===== src/core/t16r_defs.vh =====
`ifndef T16R_DEFS_VH
`define T16R_DEFS_VH

// register indices on the bus; byte address = 4 * index
`define T16R_IDX_INTCTL 8'h0b
`define T16R_IDX_PFLAG 8'h0c
`define T16R_IDX_CNTLO 8'h0e
`define T16R_IDX_CNTHI 8'h0f
`define T16R_IDX_TCTL 8'h10
`define T16R_IDX_PEN 8'h8c
`define T16R_IDX_TRIG 8'h90

// timer control fields
`define T16R_TCTL_ON 0
`define T16R_TCTL_CS 1
`define T16R_TCTL_NSYNC 2
`define T16R_TCTL_OSCEN 3
`define T16R_TCTL_PS_LO 4
`define T16R_TCTL_PS_HI 5
`define T16R_TCTL_MASK 8'h3f
`define T16R_TCTL_RST 8'h00

// interrupt bits
`define T16R_PFLAG_OVF 0
`define T16R_PEN_OVF 0
`define T16R_INTCTL_GLOBAL_EN 7
`define T16R_INTCTL_PERIPH_EN 6
`define T16R_PFLAG_RST 8'h00
`define T16R_PEN_RST 8'h00
`define T16R_INTCTL_RST 8'h00

// trigger mode register fields (unit a at 3:0, unit b at 7:4)
`define T16R_MODE_SPECIAL 4'hb
`define T16R_TRIG_RST 8'h00

// instruction cycle = 4 clocks
`define T16R_ICYC_DIV 2'h3

`endif


===== src/core/t16r_prescaler.v =====
`timescale 1ns/100ps
// divides qualified input ticks by 1, 2, 4 or 8
module t16r_prescaler
(
    input wire clk_i,
    input wire rst_i,
    input wire clr_i,
    input wire tick_i,
    input wire [1:0] ratio_i,
    output wire tick_o
);

reg [2:0] pcnt_r;
reg [2:0] mask;

// ratio decode: mask of low count bits that must all be ones
always @*
begin
    case (ratio_i)
        2'h0: mask = 3'h0;
        2'h1: mask = 3'h1;
        2'h2: mask = 3'h3;
        default: mask = 3'h7;
    endcase
end

assign tick_o = tick_i && ((pcnt_r & mask) == mask);

// counter cleared by count-byte writes; ratio setting untouched
always @(posedge clk_i)
begin
    if (rst_i || clr_i)
        pcnt_r <= 3'h0;
    else if (tick_i)
        pcnt_r <= pcnt_r + 3'h1;
end

endmodule


===== src/core/t16r_edge_sync.v =====
`timescale 1ns/100ps
// external clock input: two-flop synchroniser and rising-edge detect
module t16r_edge_sync
(
    input wire clk_i,
    input wire rst_i,
    input wire ext_i,
    output wire rise_sync_o,
    output wire rise_raw_o
);

reg s1_r;
reg s2_r;
reg s3_r;
reg raw_r;

// s1 feeds only s2; a falling edge must precede the first rise
always @(posedge clk_i)
begin
    if (rst_i)
    begin
        s1_r <= 1'b1;
        s2_r <= 1'b1;
        s3_r <= 1'b1;
        raw_r <= 1'b1;
    end
    else
    begin
        s1_r <= ext_i;
        s2_r <= s1_r;
        s3_r <= s2_r;
        raw_r <= ext_i;
    end
end

assign rise_sync_o = s2_r && !s3_r;
// unsynchronised path: a single sample, no metastability margin
assign rise_raw_o = ext_i && !raw_r;

endmodule


===== src/core/t16r_timer_core.v =====
// Decided for this implementation: the Wishbone interface to the registers.
`timescale 1ns/100ps
`include "t16r_defs.vh"
//////////////////////////////////////////////////////////////////////////////
// Functional notes
// special-event-trigger mode on either compare unit: its match pulse clears the count
// trigger clear never sets the overflow flag
// trigger clear guaranteed only in timer or synchronised counter mode
// a count-byte write in the trigger cycle wins over the clear
// with trigger clear, count runs zero to compare pair then restarts
// count bytes survive every reset; only a trigger clears them
// power-on or brown-out reset clears the control register
// other resets leave the control register unchanged
// writing either count byte clears the prescaler counter, not the ratio
// prescale field bits 5:4 select 1:1, 1:2, 1:4, 1:8
// source select clear counts instruction cycles, set counts external rising edges
// timer-on bit 0 enables counting, clear holds the count
// in counter mode bit 2 set counts unsynchronised, clear synchronised
// rollover from all ones sets overflow flag; interrupt when enabled
// trigger clears both bytes in one cycle; counting resumes next tick
//////////////////////////////////////////////////////////////////////////////
module t16r_timer_core
(
    input wire clk_i,
    input wire rst_i,
    input wire por_bor_i,
    input wire [31:0] wb_adr_i,
    input wire [31:0] wb_dat_i,
    output reg [31:0] wb_dat_o,
    input wire [3:0] wb_sel_i,
    input wire wb_we_i,
    input wire wb_cyc_i,
    input wire wb_stb_i,
    output reg wb_ack_o,
    output wire wb_err_o,
    input wire ext_clk_i,
    input wire match_a_i,
    input wire match_b_i,
    output wire irq_o,
    output wire [15:0] count_o,
    output wire osc_enable_o
);

reg [7:0] count_lo_r;
reg [7:0] count_hi_r;
reg [7:0] tctl_r;
reg [7:0] pflag_r;
reg [7:0] pen_r;
reg [7:0] intctl_r;
reg [7:0] trig_r;
reg [1:0] icyc_r;
reg [7:0] rd_data;
reg hit;
wire [7:0] idx;
wire req;
wire wr;
wire wr_lo;
wire wr_hi;
wire wr_count;
wire timer_on;
wire cs_ext;
wire nsync;
wire icyc_tick;
wire rise_sync;
wire rise_raw;
wire pre_in;
wire pre_out;
wire tick;
wire [1:0] match_vec;
wire [1:0] trig_hit;
wire wr_tctl;
wire wr_pen;
wire wr_intctl;
wire wr_trig;
wire wr_pflag;
wire trig_ok;
wire trig_clear;
wire [16:0] count_inc;

//////////////////////////////////////////////////////////////////////////////
// decode helpers

// true when the index is a mapped register
function is_mapped;
    input [7:0] i;
    begin
        is_mapped = (i == `T16R_IDX_INTCTL) || (i == `T16R_IDX_PFLAG) ||
            (i == `T16R_IDX_CNTLO) || (i == `T16R_IDX_CNTHI) ||
            (i == `T16R_IDX_TCTL) || (i == `T16R_IDX_PEN) || (i == `T16R_IDX_TRIG);
    end
endfunction

// byte-lane 0 write to a given index
function wr_at;
    input [7:0] i;
    input [7:0] target;
    input w;
    begin
        wr_at = w && (i == target);
    end
endfunction

// special-event-trigger code in one unit's mode field
function is_special;
    input [3:0] mode;
    begin
        is_special = (mode == `T16R_MODE_SPECIAL);
    end
endfunction

//////////////////////////////////////////////////////////////////////////////
// wishbone slave: one wait state, ack drops the cycle after it is given

// req is masked by ack so a strobe held into the ack cycle is taken once
assign idx = wb_adr_i[9:2];
assign req = wb_cyc_i && wb_stb_i && !wb_ack_o;
assign wr = req && wb_we_i && wb_sel_i[0] && is_mapped(idx);
assign wr_lo = wr_at(idx, `T16R_IDX_CNTLO, wr);
assign wr_hi = wr_at(idx, `T16R_IDX_CNTHI, wr);
assign wr_count = wr_lo || wr_hi;
assign wb_err_o = 1'b0;

// register write strobes, byte lane 0 only
assign wr_tctl = wr_at(idx, `T16R_IDX_TCTL, wr);
assign wr_pen = wr_at(idx, `T16R_IDX_PEN, wr);
assign wr_intctl = wr_at(idx, `T16R_IDX_INTCTL, wr);
assign wr_trig = wr_at(idx, `T16R_IDX_TRIG, wr);
assign wr_pflag = wr_at(idx, `T16R_IDX_PFLAG, wr);

// unmapped addresses still ack and read zero
always @*
begin
    hit = is_mapped(idx);
    case (idx)
        `T16R_IDX_INTCTL: rd_data = intctl_r;
        `T16R_IDX_PFLAG: rd_data = pflag_r;
        `T16R_IDX_CNTLO: rd_data = count_lo_r;
        `T16R_IDX_CNTHI: rd_data = count_hi_r;
        `T16R_IDX_TCTL: rd_data = tctl_r & `T16R_TCTL_MASK;
        `T16R_IDX_PEN: rd_data = pen_r;
        `T16R_IDX_TRIG: rd_data = trig_r;
        default: rd_data = 8'h00;
    endcase
    if (!hit)
        rd_data = 8'h00;
end

// ack and registered read data
always @(posedge clk_i)
begin
    if (rst_i)
    begin
        wb_ack_o <= 1'b0;
        wb_dat_o <= 32'h0000_0000;
    end
    else
    begin
        wb_ack_o <= req;
        if (req && !wb_we_i)
            wb_dat_o <= {24'h00_0000, rd_data};
    end
end

//////////////////////////////////////////////////////////////////////////////
// control registers

// control cleared only by power-on or brown-out reset; rst_i is left out
// on purpose so pin and watchdog resets keep the timer configuration
always @(posedge clk_i)
begin
    if (por_bor_i)
        tctl_r <= `T16R_TCTL_RST;
    else if (wr_tctl)
        tctl_r <= wb_dat_i[7:0] & `T16R_TCTL_MASK;
end

// enables and trigger-mode register follow the system reset
always @(posedge clk_i)
begin
    if (rst_i)
    begin
        pen_r <= `T16R_PEN_RST;
        intctl_r <= `T16R_INTCTL_RST;
        trig_r <= `T16R_TRIG_RST;
    end
    else
    begin
        if (wr_pen)
            pen_r <= wb_dat_i[7:0];
        if (wr_intctl)
            intctl_r <= wb_dat_i[7:0];
        if (wr_trig)
            trig_r <= wb_dat_i[7:0];
    end
end

assign timer_on = tctl_r[`T16R_TCTL_ON];
assign cs_ext = tctl_r[`T16R_TCTL_CS];
assign nsync = tctl_r[`T16R_TCTL_NSYNC];
assign osc_enable_o = tctl_r[`T16R_TCTL_OSCEN];

//////////////////////////////////////////////////////////////////////////////
// tick generation

// instruction-cycle strobe, one clock in four
// free-running: the timer-on bit gates the tick, not this divider
always @(posedge clk_i)
begin
    if (rst_i)
        icyc_r <= 2'h0;
    else
        icyc_r <= icyc_r + 2'h1;
end

assign icyc_tick = (icyc_r == `T16R_ICYC_DIV);

t16r_edge_sync u_sync
(
    .clk_i(clk_i),
    .rst_i(rst_i),
    .ext_i(ext_clk_i),
    .rise_sync_o(rise_sync),
    .rise_raw_o(rise_raw)
);

// source select: instruction cycles or external edges
// the raw edge path skips the synchroniser, trading safety for latency
assign pre_in = cs_ext ? (nsync ? rise_raw : rise_sync) : icyc_tick;

t16r_prescaler u_pre
(
    .clk_i(clk_i),
    .rst_i(rst_i),
    .clr_i(wr_count),
    .tick_i(pre_in && timer_on),
    .ratio_i(tctl_r[`T16R_TCTL_PS_HI:`T16R_TCTL_PS_LO]),
    .tick_o(pre_out)
);

// gated again after the prescaler so a stop freezes the count at once
assign tick = pre_out && timer_on;

//////////////////////////////////////////////////////////////////////////////
// count and trigger clear

assign match_vec = {match_b_i, match_a_i};

// one mode decode per compare unit: unit a field at 3:0, unit b at 7:4
genvar gu;
generate
    for (gu = 0; gu < 2; gu = gu + 1)
    begin : g_unit
        assign trig_hit[gu] = match_vec[gu] && is_special(trig_r[4*gu+3:4*gu]);
    end
endgenerate

// unsynchronised counter mode ignores the clear: that count path is not
// aligned to the bus clock, so a clear there could tear the two bytes
assign trig_ok = !(cs_ext && nsync);
assign trig_clear = (|trig_hit) && trig_ok;
// carry out of bit 15 marks the rollover
assign count_inc = {1'b0, count_hi_r, count_lo_r} + 17'h00001;

// count bytes have no reset term so their contents survive resets; the
// write branch comes first so software beats a trigger in the same cycle
always @(posedge clk_i)
begin
    if (wr_count)
    begin
        if (wr_lo)
            count_lo_r <= wb_dat_i[7:0];
        if (wr_hi)
            count_hi_r <= wb_dat_i[7:0];
    end
    else if (trig_clear)
    begin
        count_lo_r <= 8'h00;
        count_hi_r <= 8'h00;
    end
    else if (tick)
    begin
        count_lo_r <= count_inc[7:0];
        count_hi_r <= count_inc[15:8];
    end
end

assign count_o = {count_hi_r, count_lo_r};

// overflow flag: set wins over a software clear; trigger clears never set it
// only an incrementing tick out of all ones counts as an overflow
always @(posedge clk_i)
begin
    if (rst_i)
        pflag_r <= `T16R_PFLAG_RST;
    else
    begin
        if (wr_pflag)
            pflag_r <= wb_dat_i[7:0];
        if (tick && !wr_count && !trig_clear && count_inc[16])
            pflag_r[`T16R_PFLAG_OVF] <= 1'b1;
    end
end

// interrupt request gated by local, peripheral and global enables
assign irq_o = pflag_r[`T16R_PFLAG_OVF] && pen_r[`T16R_PEN_OVF] &&
    intctl_r[`T16R_INTCTL_PERIPH_EN] && intctl_r[`T16R_INTCTL_GLOBAL_EN];

endmodule


===== config.mk =====
export PLATFORM = sky130hd
export DESIGN_NAME = t16r_timer_core
export DESIGN_NICKNAME = d
export VERILOG_FILES = /design/src/core/t16r_prescaler.v /design/src/core/t16r_edge_sync.v /design/src/core/t16r_timer_core.v
export VERILOG_INCLUDE_DIRS = /design/src /design/src/core
export SDC_FILE = /design/constraint.sdc
export NUM_CORES = 1
export LEC_CHECK = 0
export ABC_AREA = 1
export ABC_CLOCK_PERIOD_IN_PS = 2600
export BUFFER_PORTS_ARGS = -buffer_cell sky130_fd_sc_hd__clkbuf_2
export CAP_MARGIN = 10
export CORE_MARGIN = 4
export CORE_UTILIZATION = 35
export CTS_BUF_LIST = sky130_fd_sc_hd__clkbuf_16
export CTS_CLUSTER_SIZE = 25
export DETAILED_ROUTE_END_ITERATION = 8
export PLACE_DENSITY = 0.55
export SYNTH_ARGS = -nofsm -noshare
export SYNTH_HDL_FRONTEND = slang
export SYNTH_SLANG_ARGS = --single-unit

===== constraint.sdc =====
create_clock -name clk_i -period 2.6 [get_ports clk_i]
set_input_delay 0.52 -clock clk_i [delete_from_list [all_inputs] [get_ports clk_i]]
set_output_delay 0.52 -clock clk_i [all_outputs]
set_load 0.01 [all_outputs]

# --- Word-level counts from Yosys, hierarchy flattened ---
# Index checks and enable logic that the tools add are counted.
word_totals:
  regBits: 71
  latchBits: 0
  ramBits: 0
  mem_bits_ro: 0
  inputBits: 77
  wordCells: 98
  mem_count: 0
classes:
  add_sub_neg: 3
  mul: 0
  div_mod_pow: 0
  magnitude_cmp: 0
  eq_ne: 15
  shifts: 0
  n_mux: 15
  bitwise: 1
  reduce_logical: 49
op_table:
  columns: ["op", "n"]
  rows:
  - ["$mux W8", 9]
  - ["$pmux W8 S7", 1]
  - ["$eq A8 B4 Y1 const B", 4]
  - ["$logic_and A1 B1 Y1", 28]
  - ["$add A16 B1 Y17 const B", 1]
  - ["$eq A8 B8 Y1 const B", 2]
  - ["$pmux W3 S3", 1]
  - ["$eq A4 B4 Y1 const B", 2]
  - ["$eq A8 B5 Y1 const B", 1]
  - ["$logic_or A1 B1 Y1", 8]
  - ["$logic_not A1 Y1", 7]
  - ["$eq A2 B2 Y1 const B", 2]
  - ["$mux W1", 4]
  - ["$ne A2 B2 Y1 const B", 2]
  - ["$reduce_and A2 Y1", 2]
  - ["$add A3 B1 Y3 const B", 1]
  - ["$and A3 B3 Y3", 1]
  - ["$eq A3 B3 Y1", 1]
  - ["$reduce_bool A3 Y1", 1]
  - ["$add A2 B1 Y2 const B", 1]
  - ["$eq A2 B1 Y1 const B", 1]
  - ["$logic_not A2 Y1", 1]
  - ["$reduce_bool A2 Y1", 1]
  - ["$reduce_or A2 Y1", 1]

# --- Longest topological paths before layout ---
# Gate-level depths: netlist of the first run.
logic_depth:
  ltp_word: 15
  depth_mapped: 12
  ltp_nobuf: 11

# --- Cells and area by module ---
# Synthesis of the first run repeated with hierarchy kept, for this count alone.
unflattened:
  cells_unflattened: 574
  area_unflattened_um2: 3915.0
by_module_without_submodules:
  columns: ["mod", "instances", "cells_per_inst", "area_per_inst_um2", "seq_area_each_um2"]
  rows:
  - ["t16r_timer_core", 1, 538, 3657.3, 1461.4]
  - ["t16r_prescaler", 1, 24, 158.9, 60.1]
  - ["t16r_edge_sync", 1, 12, 98.8, 60.1]

# --- Worst setup path before layout of the first run ---
# Ideal clock, no wire load.
synth_path:
  path_kind: "input to register"
  from: "input wb_adr_i[6]"
  to: "register count_lo_r[0] (enable)"
  setup_time_ns: 0.329
  arrival_time_ns: 1.700
  required_ns: 2.271
  slack_ns: 0.571
  path_stages: 11
  path_buffers: 1
  cell_sequence: "inv_1 nand2_2 nor2_1 nand2_4 nand2_2 nor2_4 nand2_8 o211ai_4 buf_6 o21ai_1 nand2_1"
synth_between:
  elab_chain_len: 12
synth_rtl:
  columns: ["item", "line", "text"]
  rows:
  - ["start: declaration", "t16r_timer_core.v:27", "input wire [31:0] wb_adr_i,"]
  - ["$eq A8 B4 Y1", null, null]
  - ["$logic_or A1 B1 Y1 (6 in series)", "t16r_timer_core.v:87", "is_mapped = (i == `T16R_IDX_INTCTL) || (i == `T16R_IDX_PFLAG) ||"]
  - ["$logic_and A1 B1 Y1", "t16r_timer_core.v:117", "assign wr = req && wb_we_i && wb_sel_i[0] && is_mapped(idx);"]
  - ["$logic_and A1 B1 Y1", "t16r_timer_core.v:99", "wr_at = w && (i == target);"]
  - ["$logic_or A1 B1 Y1", "t16r_timer_core.v:120", "assign wr_count = wr_lo || wr_hi;"]
  - ["$ne A2 B2 Y1 (no source line) / $reduce_bool A3 Y1 (equally long branches)", null, null]
  - ["$reduce_and A2 Y1 (no source line) *", null, null]
  - ["end signal: assignment", "t16r_timer_core.v:271", "count_lo_r <= wb_dat_i[7:0];"]
  - ["end signal: assignment", "t16r_timer_core.v:282", "count_lo_r <= count_inc[7:0];"]
  - ["end: declaration", "t16r_timer_core.v:44", "reg [7:0] count_lo_r;"]
# Mark *: on every way between the ends. The rest lies on a longest branch, timed or not.
# A chain may end at the register's enable or synchronous reset.

# --- Worst setup path in the final report of the first run ---
layout_path:
  from: "register count_lo_r[0]"
  to: "register count_hi_r[6], data pin"
layout_between:
  elab_chain_len: 4
layout_rtl:
  columns: ["item", "line", "text"]
  rows:
  - ["$add A16 B1 Y17", "t16r_timer_core.v:262", "assign count_inc = {1'b0, count_hi_r, count_lo_r} + 17'h00001;"]
  - ["$mux W8", "t16r_timer_core.v:280", "else if (tick)"]
  - ["$mux W8", "t16r_timer_core.v:275", "else if (trig_clear)"]
  - ["$mux W8", "t16r_timer_core.v:268", "if (wr_count)"]
  - ["end signal: assignment", "t16r_timer_core.v:273", "count_hi_r <= wb_dat_i[7:0];"]
  - ["end signal: assignment", "t16r_timer_core.v:283", "count_hi_r <= count_inc[15:8];"]
  - ["end: declaration", "t16r_timer_core.v:45", "reg [7:0] count_hi_r;"]
# Every way passes these cells. The select of a mux whose other input is x is not followed.

==> reports/metrics.yaml, run 1 <==
placement:
  dpl.hpwl_um: 8650
  io_buffers: 52
  dp.cells: 817
  globalplace.congestion: 0.861
routing:
  routedWlPerCell_um: 13.7
  drt_iter0_drc: 259
  wirelength_um: 11400
  dr.pass1.iters: 5
  via_count: 3889
  post-route-drc-count: 0
  postRouteAntennaNets: 0
  drt-vias-per-instance: 4.67
timing:
  clock.fmax_mhz: 504
  grt_setup_unrepaired: "false"
  final-setup-viol-count: 0
  finalCritPeriodShare_pct: 76.3
  finalHoldViolations: 0
  slew_violations: 0
  finalSetupTns_ps: 0
  worst_pin_slew_ps: 515
  relSlewSlack_pct: 65.5
  skew_ps: 7.31
  fin_crit_ps: 1980
  holdWs_ps: 380
global_route:
  grt_max_degree: 37
  grt_pass1_vias: 3542
  grt_usage_pct: 16.6
  antenna_found_initial: 0
  grt_pass1_wl_um: 18200
  gr-total-overflow: 0
finish:
  area_growth_pct: 13.3
  fin_nets: 761
  fillers: 1284
  num_antenna_cells: 0
  drive_above_1_share_pct: 15.9
  utilization_pct: 40.3
  final_cells: 833
die:
  die_w_um: 118
  die-area_mm2: 0.0140
  die_y_um: 118
  initial_utilization_pct: 35.6
  placementRows: 40
  core_area_mm2: 0.0120
  io_pins: 129
clock_tree:
  postCtsHoldBufs: 0
  clock_sinks: 71
  post_cts_buffers: 0
  cts_root_buffer: "clkbuf_16"
  h-tree-depth: 3
  max-clock-path-buffers: 2
  cts-resized-gates: 0
  cts_buffers: 9
  clk_latency_ps: 340
  clk_pin_slew_ps: 60
  tritoncts: "built"
critical_path:
  rr_worst_depth: 10
  critPathLaunch: "count_lo_r[0]$_DFFE_PP_"
  crit_arrival_ps: 2080
  required_ps: 2690
  regToRegSetupSlack_ps: 620
  rr_startpoint: "count_lo_r[0]$_DFFE_PP_"
  critPathKind: "flop to flop"
  r2r_end: "count_hi_r[6]$_DFFE_PP_"
  path_max_fanout: 5
  endpoint_kind: "flop"
  critPathLaunchType: "flop"
logic_synthesis:
  ys_warn_count: 0
  yosys.area.top_type_share_pct: 25.9
  avgSynthCellArea_um2: 6.79
  yosysTopAreaCell: "dfxtp_1"
  ys_ff_latch: 71
  yosys-top-cells-area: "dfxtp_1 26%, nand2_1 16%, nor2_1 12%, edfxtp_1 11%, inv_1 6.5%"
  syn_area_mm2: 0.00426
  synthCells: 627
  synth.distinct_cells: 39
  synth-seq-area-share_pct: 37.1
power_and_ir_drop:
  peakVddDrop_mv: 0.386
  power_w: 0.00245
  powerDensity_mw_per_mm2: 507
  p_leak_nw: 2.51
worst_hold_path:
  hold_depth: 3
  hp-start: "ext_clk_i"
  hp-class: "input port to flop"
  min_to: "u_sync.s1_r$_SDFF_PP1_"
flow_run:
  cap_violations: 0
outcome:
  outcome: "finished clean"
critical path: stages (launching register included):
cell,delay (ps)
edfxtp_1,430
ha_1,200
nand2_1,70
nor2_1,110
nand2_1,90
nor2_1,300
nand4_1,210
nor2_1,140
nor2_1,50
nand3_1,80
nand2_1,60
layer usage:
layer | GRT usage [%] | wire [um]
met2 | 25.2 | 5040
met5 | 0 | 0
met1 | 23.4 | 5320
met3 | 3.40 | 831
met4 | 6.01 | 193
where the power goes:
| group | internal, W | switching, W | total [W] |
|---|---|---|---|
| registers | 0.00113 | 0.00000177 | 0.00113 |
| logic | 0.0000305 | 0.0000900 | 0.000121 |
| clock network | 0.000727 | 0.000471 | 0.00120 |
metrics by stage:
stage	instance area, um^2	setup WS (ps)
4_1_cts	4820	635
2_1_floorplan	4350	571
3_3_place_gp	4540	362
3_5_place_dp	4540	331
6_report	4820	615
5_1_grt	4820	450
flip-flops by register name, indices dropped and copies added (netlist names):
register / count
count_hi_r: 8
count_lo_r: 8
intctl_r: 8
pen_r: 8
pflag_r: 8
trig_r: 8
wb_dat_o: 8
tctl_r: 6
u_pre.pcnt_r: 3
icyc_r: 2
u_sync.s1_r: 1
u_sync.s2_r: 1
u_sync.s3_r: 1
wb_ack_o: 1
worst max-delay path by stage:
| stage | to | depth (start not counted) | slack (ps) |
|---|---|---|---|
| final | count_hi_r[6]$_DFFE_PP_ | 10 | 620 |
| after global routing | count_hi_r[6]$_DFFE_PP_ | 10 | 450 |
| after CTS | count_hi_r[6]$_DFFE_PP_ | 10 | 630 |
| after detailed placement | count_lo_r[4]$_DFFE_PP_ | 13 | 330 |
| after global placement | count_lo_r[4]$_DFFE_PP_ | 12 | 360 |
| after floorplan | count_lo_r[0]$_DFFE_PP_ | 11 | 570 |
logic make-up (layout without fill, tap and decap cells):
logic type	count (synthesis)	count (layout)	share of synthesized area [%]
xor gates and xnor gates	8	8	1.65
and+or+nand+nor	376	376	39.8
adders and majority gates	3	3	0.882
other	1	25	0.0881
AOI/OAI and AO/OA	48	48	6.23
DFF	71	71	37.1
muxes	1	1	0.264
buffers and inverters	119	154	14.0
cells in the mapped netlist, drive strengths merged:
cell	count
ha	3
buf	35
dfxtp	55
nand2	192
xnor2	3
o21ai	32
o211ai	1
nand3b	2
a21o	1
nand3	25
edfxtp	16
a31oi	1
or2	1
mux2	1
xor2	5
o21bai	2
inv	80
nor3	6
conb	1
clkbuf	3
nor2	143
nor4	1
clkinv	1
nand4	6
a21oi	11
cell type report:
type,count,area [um^2],area share (%)
Multi-Input combinational cell,461,2170,45.0
Clock inverter,7,56.3,1.17
Clock buffer,9,225,4.67
Tap cell,147,184,3.81
Timing Repair Buffer,57,298,6.17
Inverter,81,309,6.41
Sequential cell,71,1580,32.8
layout by cell type (no fill, tap or decap), types with 2 or more instances in the layout:
cell         n
nand2_1    176
nor2_1     135
inv_1       76
dfxtp_1     55
clkbuf_2    52
conb_1      25
o21ai_0     23
nand3_1     21
edfxtp_1    16
a21oi_1     11
nand2_2      9
o21ai_1      9
clkbuf_16    9
nand2_4      6
nor2_4       6
nand4_1      6
inv_2        5
xor2_1       5
nor3_1       5
buf_4        5
nand3_4      4
xnor2_1      3
ha_1         3
clkinv_2     3
o21bai_1     2
clkinv_1     2
Note: power is estimated with default switching activity, not from simulation.
==> run 2: changes to the inputs <==
--- a/config.mk
+++ b/config.mk
@@ -6,8 +6,8 @@
 export SDC_FILE = /design/constraint.sdc
 export NUM_CORES = 1
 export LEC_CHECK = 0
-export ABC_AREA = 1
-export ABC_CLOCK_PERIOD_IN_PS = 2600
+export ABC_AREA = 0
+export ABC_CLOCK_PERIOD_IN_PS = 1700
 export BUFFER_PORTS_ARGS = -buffer_cell sky130_fd_sc_hd__clkbuf_2
 export CAP_MARGIN = 10
 export CORE_MARGIN = 4
@@ -15,7 +15,7 @@
 export CTS_BUF_LIST = sky130_fd_sc_hd__clkbuf_16
 export CTS_CLUSTER_SIZE = 25
 export DETAILED_ROUTE_END_ITERATION = 8
-export PLACE_DENSITY = 0.55
+export PLACE_DENSITY = 0.59
 export SYNTH_ARGS = -nofsm -noshare
 export SYNTH_HDL_FRONTEND = slang
 export SYNTH_SLANG_ARGS = --single-unit
==> constraint.sdc (replaced) <==
create_clock -name clk_i -period 1.7 [get_ports clk_i]
set_input_delay 0.34 -clock clk_i [delete_from_list [all_inputs] [get_ports clk_i]]
set_output_delay 0.34 -clock clk_i [all_outputs]
set_load 0.01 [all_outputs]
==> reports/metrics.yaml, run 2 <==
outcome:
  outcome: "finished clean"
placement:
  dpl.hpwl_um: 7870
  globalplace.congestion: 0.854
  dpl_worst_slack_ps: -149
  io_buffers: 52
routing:
  via_count: 3138
  wirelength_um: 10200
  drt_iter0_drc: 165
  drt-vias-per-instance: 5.00
  routedWlPerCell_um: 16.3
  drt-met1-wl_um: 4520
  top_layer_used: "met4"
  post-route-drc-count: 0
  wl_met3_um: 674
  dr.pass1.iters: 4
  met2_length_um: 4780
  postRouteAntennaNets: 0
finish:
  fin_nets: 567
  drive_above_1_share_pct: 28.5
  final_cell_mix: "54 x mux2i_1, 54 x dfxtp_1, 52 x clkbuf_2, 48 x buf_4, 47 x nor2_1"
  area_growth_pct: 28.3
  num_antenna_cells: 0
global_route:
  grt_pass1_vias: 3154
  grt_usage_pct: 16.8
  grt_max_degree: 29
  antenna_found_initial: 0
  gr-total-overflow: 0
  grt_pass1_wl_um: 16400
logic_synthesis:
  ys_async_sr_fraction_pct: 0
  ys_ff_latch: 71
  synth_most_common_cell: "dfxtp_1"
  synthCells: 388
  yosysTopAreaCell: "dfxtp_1"
  synth_common_cells: "55 x dfxtp_1, 54 x mux2i_1, 49 x nor2_1, 29 x nand2_1, 25 x buf_4"
  avgSynthCellArea_um2: 9.58
  ys_warn_count: 0
  synth.distinct_cells: 44
  syn_area_mm2: 0.00372
  synth-seq-area-share_pct: 42.5
  synth_ff_type: "dfxtp_1"
  yosys-top-cells-area: "dfxtp_1 30%, mux2i_1 15%, edfxtp_1 13%, buf_4 5.0%, nor2_1 4.9%"
  synth-edff-count: 16
  yosys.area.top_type_share_pct: 29.6
clock_tree:
  max-clock-path-buffers: 2
  tritoncts: "built"
  cts_buffers: 9
  h-tree-depth: 3
  clk_latency_ps: 330
  cts_root_buffer: "clkbuf_16"
  clk_pin_slew_ps: 50
  clock_sinks: 71
timing:
  grt_setup_unrepaired: "true"
  skew_ps: 6.99
  fin_crit_ps: 1630
  slew_violations: 0
  finalHoldViolations: 0
  layout_setup_ws_ps: 65.6
  clock.fmax_mhz: 612
  finalCritPeriodShare_pct: 96.1
  final-setup-viol-count: 0
critical_path:
  regToRegSetupSlack_ps: 70
  required_ps: 1750
  endpoint_kind: "flop"
  critPathLaunchType: "flop"
  critPathKind: "flop to flop"
  crit_arrival_ps: 1680
  path_max_fanout: 8
die:
  die_w_um: 111
  placementRows: 37
  core_area_mm2: 0.0103
  initial_utilization_pct: 36.0
  die-area_mm2: 0.0123
  io_pins: 129
  die_y_um: 111
worst_hold_path:
  hp-class: "input port to flop"
power_and_ir_drop:
  powerDensity_mw_per_mm2: 773
  p_leak_nw: 2.23
  peakVddDrop_mv: 0.409
  power_w: 0.00369
flow_run:
  cap_violations: 0
[run 2: cell types whose count changed in the layout (fill, tap and decap cells not counted), moves of 7 or more]
cell	delta
inv_1	-67
o21ai_1	-8
a22o_1	+8
nor2_1	-88
a22oi_1	+8
xnor2_1	+7
buf_4	+43
a21oi_1	-9
mux2i_1	+54
nand3_1	-10
o22ai_1	+8
nand2_2	-9
nand2_1	-147
[run 2: through the flow]
| step | util (%) | TNS (ps) | hold WS [ps] | area (um^2) | std cells |
|---|---|---|---|---|---|
| after floorplan | - | 0 | 390 | 3850 | 412 |
| after global placement | 43.0 | -1340 | 398 | 4440 | 610 |
| after detailed placement | 43.0 | -2230 | 412 | 4440 | 610 |
| after CTS | 46.0 | 0 | 209 | 4750 | 628 |
| after global routing | 46.2 | -38.3 | 224 | 4770 | 628 |
| final | 46.2 | 0 | 219 | 4770 | 628 |
[run 2: area by class of cell]
| type | instances | area [um^2] |
|---|---|---|
| Clock buffer | 10 | 250 |
| Clock inverter | 6 | 26.3 |
| Fill cell | 1012 | 5550 |
| Inverter | 7 | 26.3 |
| Multi-Input combinational cell | 293 | 1990 |
| Sequential cell | 71 | 1580 |
| Tap cell | 136 | 170 |
| Timing Repair Buffer | 105 | 721 |
[run 2: worst max-delay path, stage by stage (launching register included)]
cell and delay (ps):
dfxtp_2 320, ha_1 140, o21ai_1 60, a31o_2 230, nor3_2 120, buf_4 150, nor2_4 40, a21oi_4 130
buf_12 150
[run 2: cells by family after synthesis]
logic type | after synthesis | share of synthesized area (%)
simple gates | 135 | 19.2
flops | 71 | 42.5
compound gates | 60 | 10.8
mux | 54 | 14.5
buf+inv | 48 | 8.04
xor+xnor | 16 | 3.77
fa+ha+maj | 3 | 1.01
other cells | 1 | 0.101
[run 2: where the power goes]
| part | internal [W] | switching, W | total, W |
|---|---|---|---|
| clock network | 0.00105 | 0.000667 | 0.00172 |
| logic | 0.0000866 | 0.000155 | 0.000242 |
| registers | 0.00173 | 0.00000496 | 0.00173 |
| total | 0.00286 | 0.000827 | 0.00369 |
[run 2: final timing paths]
path,end,start,cells past startpoint
hold reg to reg,icyc_r[0]$_SDFF_PP0_,icyc_r[0]$_SDFF_PP0_,1
setup / recovery,count_hi_r[5]$_DFFE_PP_,icyc_r[0]$_SDFF_PP0_,8
hold / removal,u_sync.s1_r$_SDFF_PP1_,ext_clk_i,2
setup reg to reg,count_hi_r[5]$_DFFE_PP_,icyc_r[0]$_SDFF_PP0_,8
[run 2: routing by layer]
metal | up-vias | GRT usage, %
met1 | 1479 | 22.0
met5 | - | 0
met4 | 0 | 6.89
met2 | 103 | 26.8
li1 | 1536 | -
met3 | 20 | 3.71
[run 2: repair_timing]
| action | in CTS | in global routing |
|---|---|---|
| hold buffers | 0 | 0 |
| gates resized for setup | 1 | 5 |
| setup buffers | 2 | 0 |
| pin swaps | 1 | 1 |
| setup endpoints to repair | 16 | 19 |
